===== src/design/der_pkg.sv =====
// constants and types shared by the debug event response logic
package der_pkg;
  localparam int ADDR_W = 44;
  // register byte addresses
  localparam logic [ADDR_W-1:0] OFS_CYCLE = 44'h085_0000_0100;
  localparam logic [ADDR_W-1:0] OFS_CTRL = 44'h085_0000_0108;
  localparam logic [ADDR_W-1:0] OFS_TRIG = 44'h085_0000_0110;
  localparam logic [ADDR_W-1:0] OFS_TALLY = 44'h85000000118;
  // control field positions
  localparam int CTL_W = 4;
  localparam int CTL_SOFT_ALL = 3;
  localparam int CTL_ENABLE = 2;
  localparam int CTL_ACT_LO = 0;
  localparam int TRIG_BIT = 0;
  // action codes with the enable bit set
  localparam logic [1:0] ACT_WATCH = 2'h0;
  localparam logic [1:0] ACT_HARD = 2'h1;
  localparam logic [1:0] ACT_STRETCH = 2'h2;
  localparam logic [1:0] ACT_STR_HARD = 2'h3;
  // values after reset
  localparam logic [31:0] TALLY_RST = 32'h0000_0000;
  localparam logic [63:0] CYCLE_RST = 64'h0000_0000_0000_0000;
  localparam logic [CTL_W-1:0] CTRL_RST = 4'h0;
  // tally weights per request source
  localparam logic [31:0] CORE_WEIGHT = 32'h0000_0001;
  localparam logic [31:0] SYS_WEIGHT = 32'h0000_0004;
  // reset countdown sequencer
  typedef enum logic [1:0] {
    RC_IDLE = 2'b00,
    RC_LOW = 2'b01,
    RC_HIGH = 2'b10,
    RC_DONE = 2'b11
  } der_rc_state_t;
endpackage


===== src/design/der_sync2.sv =====
// two-stage synchroniser for a pin level
`timescale 1ns/1ps
module der_sync2 (
  input wire logic clk,
  input wire logic reset,
  input wire logic din,
  output logic dout
);
  typedef struct packed {
    logic meta;
    logic stab;
  } der_sync_t;

  der_sync_t s_q;
  der_sync_t s_d;

  // first stage feeds only the second
  always_comb begin
    s_d = s_q;
    s_d.meta = din;
    s_d.stab = s_q.meta;
  end

  always_ff @(posedge clk) begin
    if (reset) begin
      s_q <= '0;
    end else begin
      s_q <= s_d;
    end
  end

  assign dout = s_q.stab;
endmodule


===== src/design/der_top.sv =====
// debug event response: event tally, cycle delay, reset countdown, trigger
`timescale 1ns/1ps
module der_top #(
  parameter int NUM_CORES = 8,
  parameter int DELAY_W = 8
) (
  input wire logic clk,
  input wire logic reset,
  input wire logic por_done,
  input wire logic [NUM_CORES-1:0] core_soft_req,
  input wire logic [NUM_CORES-1:0] core_hard_req,
  input wire logic [NUM_CORES-1:0] core_watch_req,
  input wire logic sys_hard_req,
  input wire logic sys_watch_req,
  input wire logic [NUM_CORES-1:0] strand_quiesced,
  input wire logic external_trigger_input,
  input wire logic [DELAY_W-1:0] ext_stop_delay,
  input wire logic [NUM_CORES-1:0] ext_domain_stop,
  input wire logic jtag_load_event_tally,
  input wire logic jtag_load_cycle_count,
  input wire logic jtag_load_response_control,
  input wire logic [63:0] jtag_data,
  input wire logic csr_wr,
  input wire logic csr_rd,
  input wire logic [der_pkg::ADDR_W-1:0] csr_addr,
  input wire logic [63:0] csr_wdata,
  output logic [63:0] csr_rdata,
  output logic csr_rvalid,
  output logic [NUM_CORES-1:0] strand_running,
  output logic [NUM_CORES-1:0] core_clk_stop,
  output logic chip_clk_stop,
  output logic clock_stretch,
  output logic trigger_out
);
  typedef struct packed {
    logic [31:0] tally;
    logic [63:0] cyc;
    logic [der_pkg::CTL_W-1:0] ctl;
    logic armed;
    logic pend_hard;
    logic pend_soft;
    logic pend_watch;
    logic [NUM_CORES-1:0] pend_cores;
    der_pkg::der_rc_state_t rc;
    logic ext_prev;
    logic ext_busy;
    logic [DELAY_W-1:0] ext_cnt;
    logic [NUM_CORES-1:0] ext_dom;
    logic hard;
    logic [NUM_CORES-1:0] dom_stop;
    logic [NUM_CORES-1:0] soft_cores;
    logic [NUM_CORES-1:0] run;
    logic [NUM_CORES-1:0] stop;
    logic stretch;
    logic trig;
    logic [63:0] rdata;
    logic rvalid;
  } der_state_t;

  der_state_t s_q;
  der_state_t s_d;
  logic ext_s;

  // pin crossing for the external trigger
  der_sync2 u_ext_sync (
    .clk(clk),
    .reset(reset),
    .din(external_trigger_input),
    .dout(ext_s)
  );

  // per-request decode
  logic [NUM_CORES-1:0] core_any;
  logic sys_any;
  logic [31:0] dec_amt;
  logic any_req;
  logic delayed_req;
  logic sel_tally;
  logic sel_cycle;
  logic sel_ctrl;
  logic sel_trig;

  assign core_any = core_soft_req | core_hard_req | core_watch_req;
  assign sys_any = sys_hard_req | sys_watch_req;
  assign any_req = (|core_any) | sys_any;
  // core requests and system hard stops wait
  assign delayed_req = (|core_any) | sys_hard_req;

  assign sel_tally = csr_addr == der_pkg::OFS_TALLY;
  assign sel_cycle = csr_addr == der_pkg::OFS_CYCLE;
  assign sel_ctrl = csr_addr == der_pkg::OFS_CTRL;
  assign sel_trig = csr_addr == der_pkg::OFS_TRIG;

  always_comb begin
    dec_amt = '0;
    for (int i = 0; i < NUM_CORES; i++) begin
      if (core_any[i]) begin
        dec_amt = dec_amt + der_pkg::CORE_WEIGHT;
      end
    end
    if (sys_any) begin
      dec_amt = dec_amt + der_pkg::SYS_WEIGHT;
    end
  end

  // next-state logic for the whole block
  always_comb begin
    logic en;
    logic soft_all;
    logic [1:0] act;
    en = 1'b0;
    soft_all = 1'b0;
    act = 2'h0;
    s_d = s_q;
    en = s_q.ctl[der_pkg::CTL_ENABLE];
    soft_all = s_q.ctl[der_pkg::CTL_SOFT_ALL];
    act = s_q.ctl[der_pkg::CTL_ACT_LO +: 2];
    // pulses default low
    s_d.trig = 1'b0;
    s_d.stretch = 1'b0;
    s_d.rvalid = 1'b0;
    s_d.ext_prev = ext_s;

    if (!en) begin
      s_d.rc = der_pkg::RC_IDLE;
      if (s_q.armed) begin
        // count down each cycle until zero
        if (s_q.cyc != 64'h0) begin
          s_d.cyc = s_q.cyc - 64'h1;
        end else begin
          s_d.armed = 1'b0;
          // a pending hard stop halts every domain
          if (s_q.pend_hard) begin
            s_d.hard = 1'b1;
            s_d.dom_stop = '1;
          end
          // bit3 widens soft stop to all cores
          if (s_q.pend_soft) begin
            s_d.soft_cores = s_q.soft_cores | (soft_all ? '1 : s_q.pend_cores);
          end
          if (s_q.pend_watch) begin
            s_d.trig = 1'b1;
          end
          s_d.pend_hard = 1'b0;
          s_d.pend_soft = 1'b0;
          s_d.pend_watch = 1'b0;
          s_d.pend_cores = '0;
        end
      end
      // tally counts only with enable clear
      if (any_req && s_q.tally != 32'h0) begin
        if (s_q.tally > dec_amt) begin
          s_d.tally = s_q.tally - dec_amt;
        end else begin
          s_d.tally = 32'h0;
        end
      end else if (any_req) begin
        // tally empty: a core request or system hard stop arms the delay
        if (delayed_req) begin
          s_d.armed = 1'b1;
        end
        s_d.pend_hard = s_d.pend_hard | (|core_hard_req) | sys_hard_req;
        s_d.pend_soft = s_d.pend_soft | (|core_soft_req);
        s_d.pend_watch = s_d.pend_watch | (|core_watch_req);
        s_d.pend_cores = s_d.pend_cores | core_soft_req;
        // system watchpoints are passed straight out
        if (sys_watch_req) begin
          s_d.trig = 1'b1;
        end
      end
    end else begin
      s_d.armed = 1'b0;
      s_d.pend_hard = 1'b0;
      s_d.pend_soft = 1'b0;
      s_d.pend_watch = 1'b0;
      s_d.pend_cores = '0;
      case (s_q.rc)
        der_pkg::RC_IDLE: begin
          if (por_done) begin
            s_d.rc = der_pkg::RC_LOW;
          end
        end
        der_pkg::RC_LOW: begin
          if (s_q.cyc[31:0] != 32'h0) begin
            s_d.cyc[31:0] = s_q.cyc[31:0] - 32'h1;
          end else begin
            // every action code pulses the trigger
            s_d.trig = 1'b1;
            s_d.rc = der_pkg::RC_DONE;
            case (act)
              der_pkg::ACT_HARD: begin
                s_d.hard = 1'b1;
                s_d.dom_stop = '1;
              end
              der_pkg::ACT_STRETCH: begin
                s_d.stretch = 1'b1;
              end
              der_pkg::ACT_STR_HARD: begin
                s_d.stretch = 1'b1;
                s_d.rc = der_pkg::RC_HIGH;
              end
              default: begin
                s_d.rc = der_pkg::RC_DONE;
              end
            endcase
          end
        end
        der_pkg::RC_HIGH: begin
          if (s_q.cyc[63:32] != 32'h0) begin
            s_d.cyc[63:32] = s_q.cyc[63:32] - 32'h1;
          end else begin
            s_d.trig = 1'b1;
            s_d.hard = 1'b1;
            s_d.dom_stop = '1;
            s_d.rc = der_pkg::RC_DONE;
          end
        end
        default: begin
          s_d.rc = der_pkg::RC_DONE;
        end
      endcase
    end

    if (ext_s && !s_q.ext_prev && !s_q.ext_busy) begin
      s_d.ext_busy = 1'b1;
      s_d.ext_cnt = ext_stop_delay;
      s_d.ext_dom = ext_domain_stop;
    end else if (s_q.ext_busy) begin
      if (s_q.ext_cnt != '0) begin
        s_d.ext_cnt = s_q.ext_cnt - 1'b1;
      end else begin
        s_d.ext_busy = 1'b0;
        s_d.hard = 1'b1;
        s_d.dom_stop = s_d.dom_stop | s_q.ext_dom;
      end
    end

    // soft stop drops running, clocks wait
    s_d.run = ~s_d.soft_cores;
    for (int i = 0; i < NUM_CORES; i++) begin
      // hard stop does not wait for cores
      s_d.stop[i] = s_q.dom_stop[i] | (s_q.soft_cores[i] & strand_quiesced[i]);
    end

    // software writes, after hardware updates
    if (csr_wr) begin
      if (sel_tally) begin
        s_d.tally = csr_wdata[31:0];
      end
      if (sel_cycle) begin
        s_d.cyc = csr_wdata;
      end
      if (sel_ctrl) begin
        s_d.ctl = csr_wdata[der_pkg::CTL_W-1:0];
      end
      if (sel_trig && csr_wdata[der_pkg::TRIG_BIT]) begin
        s_d.trig = 1'b1;
      end
    end

    if (jtag_load_event_tally) begin
      s_d.tally = jtag_data[31:0];
    end
    // jtag load of the cycle counter
    if (jtag_load_cycle_count) begin
      s_d.cyc = jtag_data;
    end
    // jtag load of the control register
    if (jtag_load_response_control) begin
      s_d.ctl = jtag_data[der_pkg::CTL_W-1:0];
    end

    // read answer one cycle later, unmapped reads zero
    if (csr_rd) begin
      s_d.rvalid = 1'b1;
      s_d.rdata = 64'h0;
      if (sel_tally) begin
        s_d.rdata = {32'h0, s_q.tally};
      end
      if (sel_cycle) begin
        s_d.rdata = s_q.cyc;
      end
      if (sel_ctrl) begin
        s_d.rdata = {60'h0, s_q.ctl};
      end
    end
  end

  // state register
  always_ff @(posedge clk) begin
    if (reset) begin
      s_q <= '0;
      s_q.tally <= der_pkg::TALLY_RST;
      s_q.cyc <= der_pkg::CYCLE_RST;
      s_q.ctl <= der_pkg::CTRL_RST;
      s_q.rc <= der_pkg::RC_IDLE;
      s_q.run <= '1;
    end else begin
      s_q <= s_d;
    end
  end

  // outputs straight from the state register
  assign csr_rdata = s_q.rdata;
  assign csr_rvalid = s_q.rvalid;
  assign strand_running = s_q.run;
  assign core_clk_stop = s_q.stop;
  assign chip_clk_stop = s_q.hard;
  assign clock_stretch = s_q.stretch;
  assign trigger_out = s_q.trig;
endmodule


===== config.mk =====
export PLATFORM = sky130hd
export DESIGN_NAME = der_top
export DESIGN_NICKNAME = d
export VERILOG_FILES = /design/src/design/der_pkg.sv /design/src/design/der_sync2.sv /design/src/design/der_top.sv
export SDC_FILE = /design/constraint.sdc
export NUM_CORES = 1
export LEC_CHECK = 0
export ABC_AREA = 0
export BUFFER_PORTS_ARGS = -buffer_cell sky130_fd_sc_hd__buf_2
export CORE_MARGIN = 3
export CORE_UTILIZATION = 50
export DETAILED_ROUTE_END_ITERATION = 7
export GPL_TIMING_DRIVEN = 0
export PLACE_DENSITY = 0.79
export SKIP_LAST_GASP = 1
export SYNTH_ARGS = -nofsm -noshare
export SYNTH_HDL_FRONTEND = slang
export SYNTH_SLANG_ARGS = --single-unit

===== constraint.sdc =====
create_clock -name clk -period 16.3 [get_ports clk]
set_clock_uncertainty 0.05 [all_clocks]
set_input_delay 0.815 -clock clk [delete_from_list [all_inputs] [get_ports clk]]
set_output_delay 0.815 -clock clk [all_outputs]
set_load 0.05 [all_outputs]

## Word-level counts from Yosys, hierarchy flattened

Index checks and enable logic that the tools add are counted.

- Flip-flop bits (word level): 234
- Input bits: 231
- Output and inout bits: 84
- Word-level logic and storage cells: 180

- $add $sub $neg: 13
- $lt $le $gt $ge: 1
- Equal/unequal tests: 12
- Mux-type cells: 72
- Bitwise operators: 31
- Reduce and logical (&&, ||, !) cells: 27

Operator list:

| operator | count |
|---|---|
| 32-bit two-way mux | 18 |
| 64-bit two-way mux | 7 |
| 32-bit by 1-bit adder with 32-bit output, second input constant | 7 |
| 44-bit by 40-bit == test with 1-bit output, second input constant | 3 |
| 100-bit two-way mux | 1 |
| 32-bit nonzero test | 3 |
| 9-bit two-way mux | 10 |
| 64-bit nonzero test | 1 |
| 32-bit by 1-bit subtractor with 32-bit output, second input constant | 2 |
| 64-bit by 1-bit subtractor with 64-bit output, second input constant | 1 |
| 12-bit two-way mux | 5 |
| 44-bit == test, second input constant | 1 |
| 8-bit OR | 5 |
| 17-bit two-way mux | 2 |
| 32-bit by 3-bit adder with 32-bit output, second input constant | 1 |
| 32-bit greater-than comparator | 1 |
| 8-bit two-way mux | 4 |
| 8-bit OR reduction | 4 |
| 32-bit subtractor | 1 |
| 9-bit one-hot mux with 2 select lines | 1 |
| 1-bit two-way mux | 17 |
| 1-bit OR | 15 |
| 1-bit AND | 8 |
| 4-bit two-way mux | 2 |
| 18 further kinds | 36 |

## Depth between registers and ports, before layout

- Depth in word-level cells: 26
- Depth in mapped cells: 35
- Mapped depth without buffers: 34

## Modules after synthesis

From an unflattened synthesis, not the netlist that was laid out.

- Cell total of the unflattened synthesis: 1716
- Area, all modules: 13555.5 µm²

By module, submodules not included:

| module | times used | cells each | area each (µm²) | seq. area each (µm²) |
|---|---|---|---|---|
| der_top | 1 | 1712 | 13503.0 | 4644.5 |
| der_sync2 | 1 | 4 | 52.6 | 40.0 |

## Worst setup path before layout

Ideal clock, no wire load.

- Path kind: input to register
- From: in core_hard_req[0]
- To: reg s_q[231] (netlist bit)
- Setup time: 0.112 ns
- Data arrival time: 6.864 ns
- Data required time: 16.138 ns
- Setup slack: 9.273 ns
- Cell stages on the path: 33
- Buffers on the path: 0
- Cells stage by stage: nor3_1 > inv_1 > ha_1 > or4b_1 > and4_1 > nor3_1 > inv_1 > ha_1 > nor2_1 > a21oi_2 > ha_1 > nand2_1 > nand2_1 > ha_1 > nand2_1 > nand2_1 > a31oi_1 > inv_1 > ha_1 > nor2b_1 > xnor2_1 > ha_1 > o21ai_0 > xnor2_1 > xnor2_1 > ha_1 > nor3_1 > nand3_1 > a211oi_1 > nand3_1 > or3_1 > o211a_1 > a2111oi_1

- Cells in the longest elaborated chain, start to end: 26
- Elaborated cells on any way between the ends: 30
- Classes of those cells: 9 x add/sub; 1 x order compare; 15 x mux; 3 x bitwise; 2 x reduce/logical

RTL lines:

| what | RTL line | RTL |
|---|---|---|
| start, declared | der_top.sv:11 | `input wire logic [NUM_CORES-1:0] core_hard_req,` |
| 8-bit OR * (2 in a row) | der_top.sv:83 | `assign core_any = core_soft_req \| core_hard_req \| core_watch_req;` |
| 1-bit two-way mux | der_top.sv:97 | `if (core_any[i]) begin` |
| 32-bit by 1-bit adder with 32-bit output | der_top.sv:98 | `dec_amt = dec_amt + der_pkg::CORE_WEIGHT;` |
| 32-bit two-way mux | der_top.sv:97 |  |
| 32-bit by 1-bit adder with 32-bit output | der_top.sv:98 |  |
| 32-bit two-way mux | der_top.sv:97 |  |
| 32-bit by 1-bit adder with 32-bit output | der_top.sv:98 |  |
| 32-bit two-way mux | der_top.sv:97 |  |
| [... 9 more ...] | n/a |  |
| 32-bit two-way mux | der_top.sv:101 | `if (sys_any) begin` |
| 32-bit subtractor or 32-bit greater-than comparator (tied branches) | der_top.sv:153, der_top.sv:152 |  |
| 32-bit two-way mux | der_top.sv:152 | `if (s_q.tally > dec_amt) begin` |
| 32-bit two-way mux * | der_top.sv:151 | `if (any_req && s_q.tally != 32'h0) begin` |
| 32-bit two-way mux * | der_top.sv:124 | `if (!en) begin` |
| 32-bit two-way mux | der_top.sv:247 | `if (sel_tally) begin` |
| 100-bit two-way mux * | der_top.sv:246 | `if (csr_wr) begin` |
| 32-bit two-way mux * | der_top.sv:261 | `if (jtag_load_event_tally) begin` |
| end, declared | der_top.sv:60 | `der_state_t s_q;` |

Every way passes the cells marked *; elsewhere a longest branch is shown, timed or not. The select of a mux whose other input is x is not followed.
A chain may end at the register's enable or synchronous reset.

## Final worst setup path

- From: in core_soft_req[1]
- To: reg s_q[228] (netlist bit)

- Cells in the longest elaborated chain, start to end: 24
- Elaborated cells on any way between the ends: 28
- Classes of those cells: 8 x add/sub; 1 x order compare; 14 x mux; 3 x bitwise; 2 x reduce/logical

RTL lines:

| what | RTL line | RTL |
|---|---|---|
| start, declared | der_top.sv:10 | `input wire logic [NUM_CORES-1:0] core_soft_req,` |
| 8-bit OR * (2 in a row) | der_top.sv:83 |  |
| 32-bit two-way mux | der_top.sv:97 |  |
| 32-bit by 1-bit adder with 32-bit output | der_top.sv:98 |  |
| 32-bit two-way mux | der_top.sv:97 |  |
| 32-bit by 1-bit adder with 32-bit output | der_top.sv:98 |  |
| 32-bit two-way mux | der_top.sv:97 |  |
| 32-bit by 1-bit adder with 32-bit output | der_top.sv:98 |  |
| 32-bit two-way mux | der_top.sv:97 |  |
| [... 7 more ...] | n/a |  |
| 32-bit two-way mux | der_top.sv:101 |  |
| 32-bit subtractor or 32-bit greater-than comparator (tied branches) | der_top.sv:153, der_top.sv:152 |  |
| 32-bit two-way mux | der_top.sv:152 |  |
| 32-bit two-way mux * | der_top.sv:151 |  |
| 32-bit two-way mux * | der_top.sv:124 |  |
| 32-bit two-way mux | der_top.sv:247 |  |
| 100-bit two-way mux * | der_top.sv:246 |  |
| 32-bit two-way mux * | der_top.sv:261 |  |

Marks and branches as above.

==> summary.txt <==
Clock network
  – Max H-tree Level: 1
  – Worst-path clk slew: 0.07 ns
  – Max clock buf depth: 3
  – Clock sink total: 234
  – Worst skew pair latency: 0.54 ns
  – Post-cts resize count: 0
  – CTS root buffer: clkbuf_16
  – Setup bufs post-CTS: 0
  – CTS buffer count: 26
  – # hold bufs at CTS: 0
  – CTS tree: built

Global route
  – Total gr overflow: 0
  – Largest net degree at the start of global routing: 15
  – Vias in the first global route: 14,234
  – First-pass GRT wire length: 78.9 mm
  – GRT Overall Usage: 33.9%
  – Initial antenna violation count: 7

STA
  – Hold Fails Final Rpt: 0
  – Fin crit share: 47.9%
  – Actual slew at the worst max-slew pin: 1.14 ns
  – Final setup fails: 0
  – Fin. max-slew vios: 0
  – Setup TNS: 0 ns
  – RSZ-0062 raised after global routing: false
  – Final min period: 7.81 ns
  – Fmax: 128 MHz
  – Max_slew headroom: 23.3%

Power
  – Leakage power: 6.70 nW
  – VDD IR max: 74.5 uV
  – Final total power: 1.73 mW
  – PD cells: 103 nW/um^2

Routing
  – Post-route ant nets: 0
  – DR vias: 15,219
  – Final WL: 53.1 mm
  – DR WL/cell: 21.8 microns
  – Initial drt markers: 1,692
  – Vias/cell: 6.24
  – # DRC: 0
  – Drt pass-1 iters: 6

Cells and area
  – Finished Cell Area: 16,700 sq um
  – Commonest non-fill, non-tap cell in the layout: buf_2
  – Most frequent cells in the layout: buf_2, dfxtp_1, nor2_1, a21oi_1, nand2_1
  – Multi-input logic area: 7910 sq um
  – Layout cells sized above 1: 23.8%
  – Area Growth Syn to Fin: 21.3%
  – Layout fillers: 2,404
  – Register Area: 4680 sq um
  – NumNets Final: 2,330

Place
  – DP Area: 15,800 sq um
  – DP Wirelength: 40.1 mm
  – Routability cong.: 0.995
  – Port bufs: 308

Synthesis
  – Top FF cell, synth: dfxtp_1
  – Yosys reg bits: 234
  – Post-synthesis area per instance: 7.96 sq um
  – Synth cell types: 91
  – Synth warn: 0
  – Gate Count Post-Synth: 1,734
  – Synthesized area: 13,800 sq um
  – Post-synth EDFFs: 0
  – Post-synthesis sequential area ratio: 33.9%
  – Asr flop ratio synth: 0%

Hold path
  – Min-Delay Path Depth: 1
  – Worst min-delay path class: flip-flop to flip-flop

Die
  – I/O pins: 315
  – Die X: 172 microns
  – CORE AREA: 27,000 sq um
  – Die height: 172 microns
  – FP Rows: 60
  – Die area: 29,600 sq um
  – Starting Density: 51.1%

Critical path
  – Worst setup EP type: flip-flop
  – Critical path's largest stage delay: 0.64 ns
  – WP data required: 16.63 ns
  – CP most frequent cell: ha_1
  – R2R depth: 8
  – Crit path launch type: input pin
  – Max stage delay cell, worst path: nor4_2
  – Critical Path AT: 8.15 ns
  – Crit path max fanout: 8
  – Critical path class: input pin to flip-flop

Status
  – Status: complete, no violations

Run
  – Max-cap viol count: 0
-- Yosys cell counts, types with 32 or more instances --
cell type / number / area (sq um)
nor2_1: 193 / 724
a22oi_1: 48 / 360
inv_1: 43 / 161
nand2_1: 135 / 507
nor3_1: 45 / 225
o22ai_1: 38 / 238
nand2b_1: 38 / 238
dfxtp_1: 234 / 4680
a211oi_1: 53 / 398
nor4_1: 34 / 213
buf_4: 85 / 638
a21oi_1: 154 / 771
nand3_1: 66 / 330
o21ai_0: 32 / 160
clkbuf_1: 98 / 368
xnor2_1: 47 / 412
-- critical path, delay by kind of cell --
kind	cells	cell delay, ns
buffers and inverters	4	0.38
and+or+nand+nor	14	2.84
AOI/OAI and AO/OA	7	1.72
adders and majority gates	7	1.76
xor gates and xnor gates	3	0.64
-- cells by family (layout without fill, tap and decap cells) --
kind of cell / after synthesis / in the layout / synth area share (%)
fa+ha+maj: 27 / 27 / 2.48
flops: 234 / 234 / 33.9
simple gates: 680 / 680 / 25.9
other cells: 1 / 8 / 0.0272
compound gates: 468 / 468 / 22.9
mux: 10 / 10 / 0.753
buf+inv: 236 / 593 / 8.82
xor+xnor: 78 / 78 / 5.15
-- flip-flops by register name, summed over array words and instances (netlist names) --
| register | count |
|---|---|
| strand_running | 8 |
| clock_stretch | 1 |
| u_ext_sync.s_d | 1 |
| csr_rvalid | 1 |
| core_clk_stop | 8 |
| trigger_out | 1 |
| csr_rdata | 64 |
| s_q | 148 |
| chip_clk_stop | 1 |
| u_ext_sync.dout | 1 |
-- final timing paths --
path / startpoint / to / slack, ns
setup reg to reg: s_q[171] / s_q[151] / 12.70
hold reg to reg: u_ext_sync.s_d[0] / u_ext_sync.dout / 0.40
hold / removal: u_ext_sync.s_d[0] / u_ext_sync.dout / 0.40
setup / recovery: core_soft_req[1] / s_q[228] / 8.49
-- through the flow --
step	hold WS [ns]	cells	setup slack (ns)	utilization, %
finish	0.405	2439	8.49	61.9
global route	0.423	2438	8.01	61.9
CTS	0.403	2434	8.66	61.9
detailed placement	0.388	2386	8.08	58.4
global placement	0.381	2385	8.30	58.4
floorplan	0.364	1736	9.27	-
-- metal layers --
metal,global-route usage (%),wire [microns]
met1,44.2,20400
met2,55.3,24100
met3,6.29,5970
met4,14.9,2520
met5,0,16
-- report_power, final --
group / internal, mW / leakage (nW) / switching [mW]
Clock: 0.386 / 0.461 / 0.255
Sequential: 0.601 / 1.92 / 0.0384
Combinational: 0.182 / 4.32 / 0.264
Total: 1.17 / 6.70 / 0.557
-- cell type report --
class	count	area share (%)
multi-input combinational	1266	47.3
sequential	234	28.0
timing repair buffer	309	9.26
buffer	192	6.29
clock buffer	37	4.74
tap	341	2.55
inverter	44	0.987
clock inverter	11	0.845
antenna	5	0.0748
No activity file was read; power rests on OpenSTA's default activity.
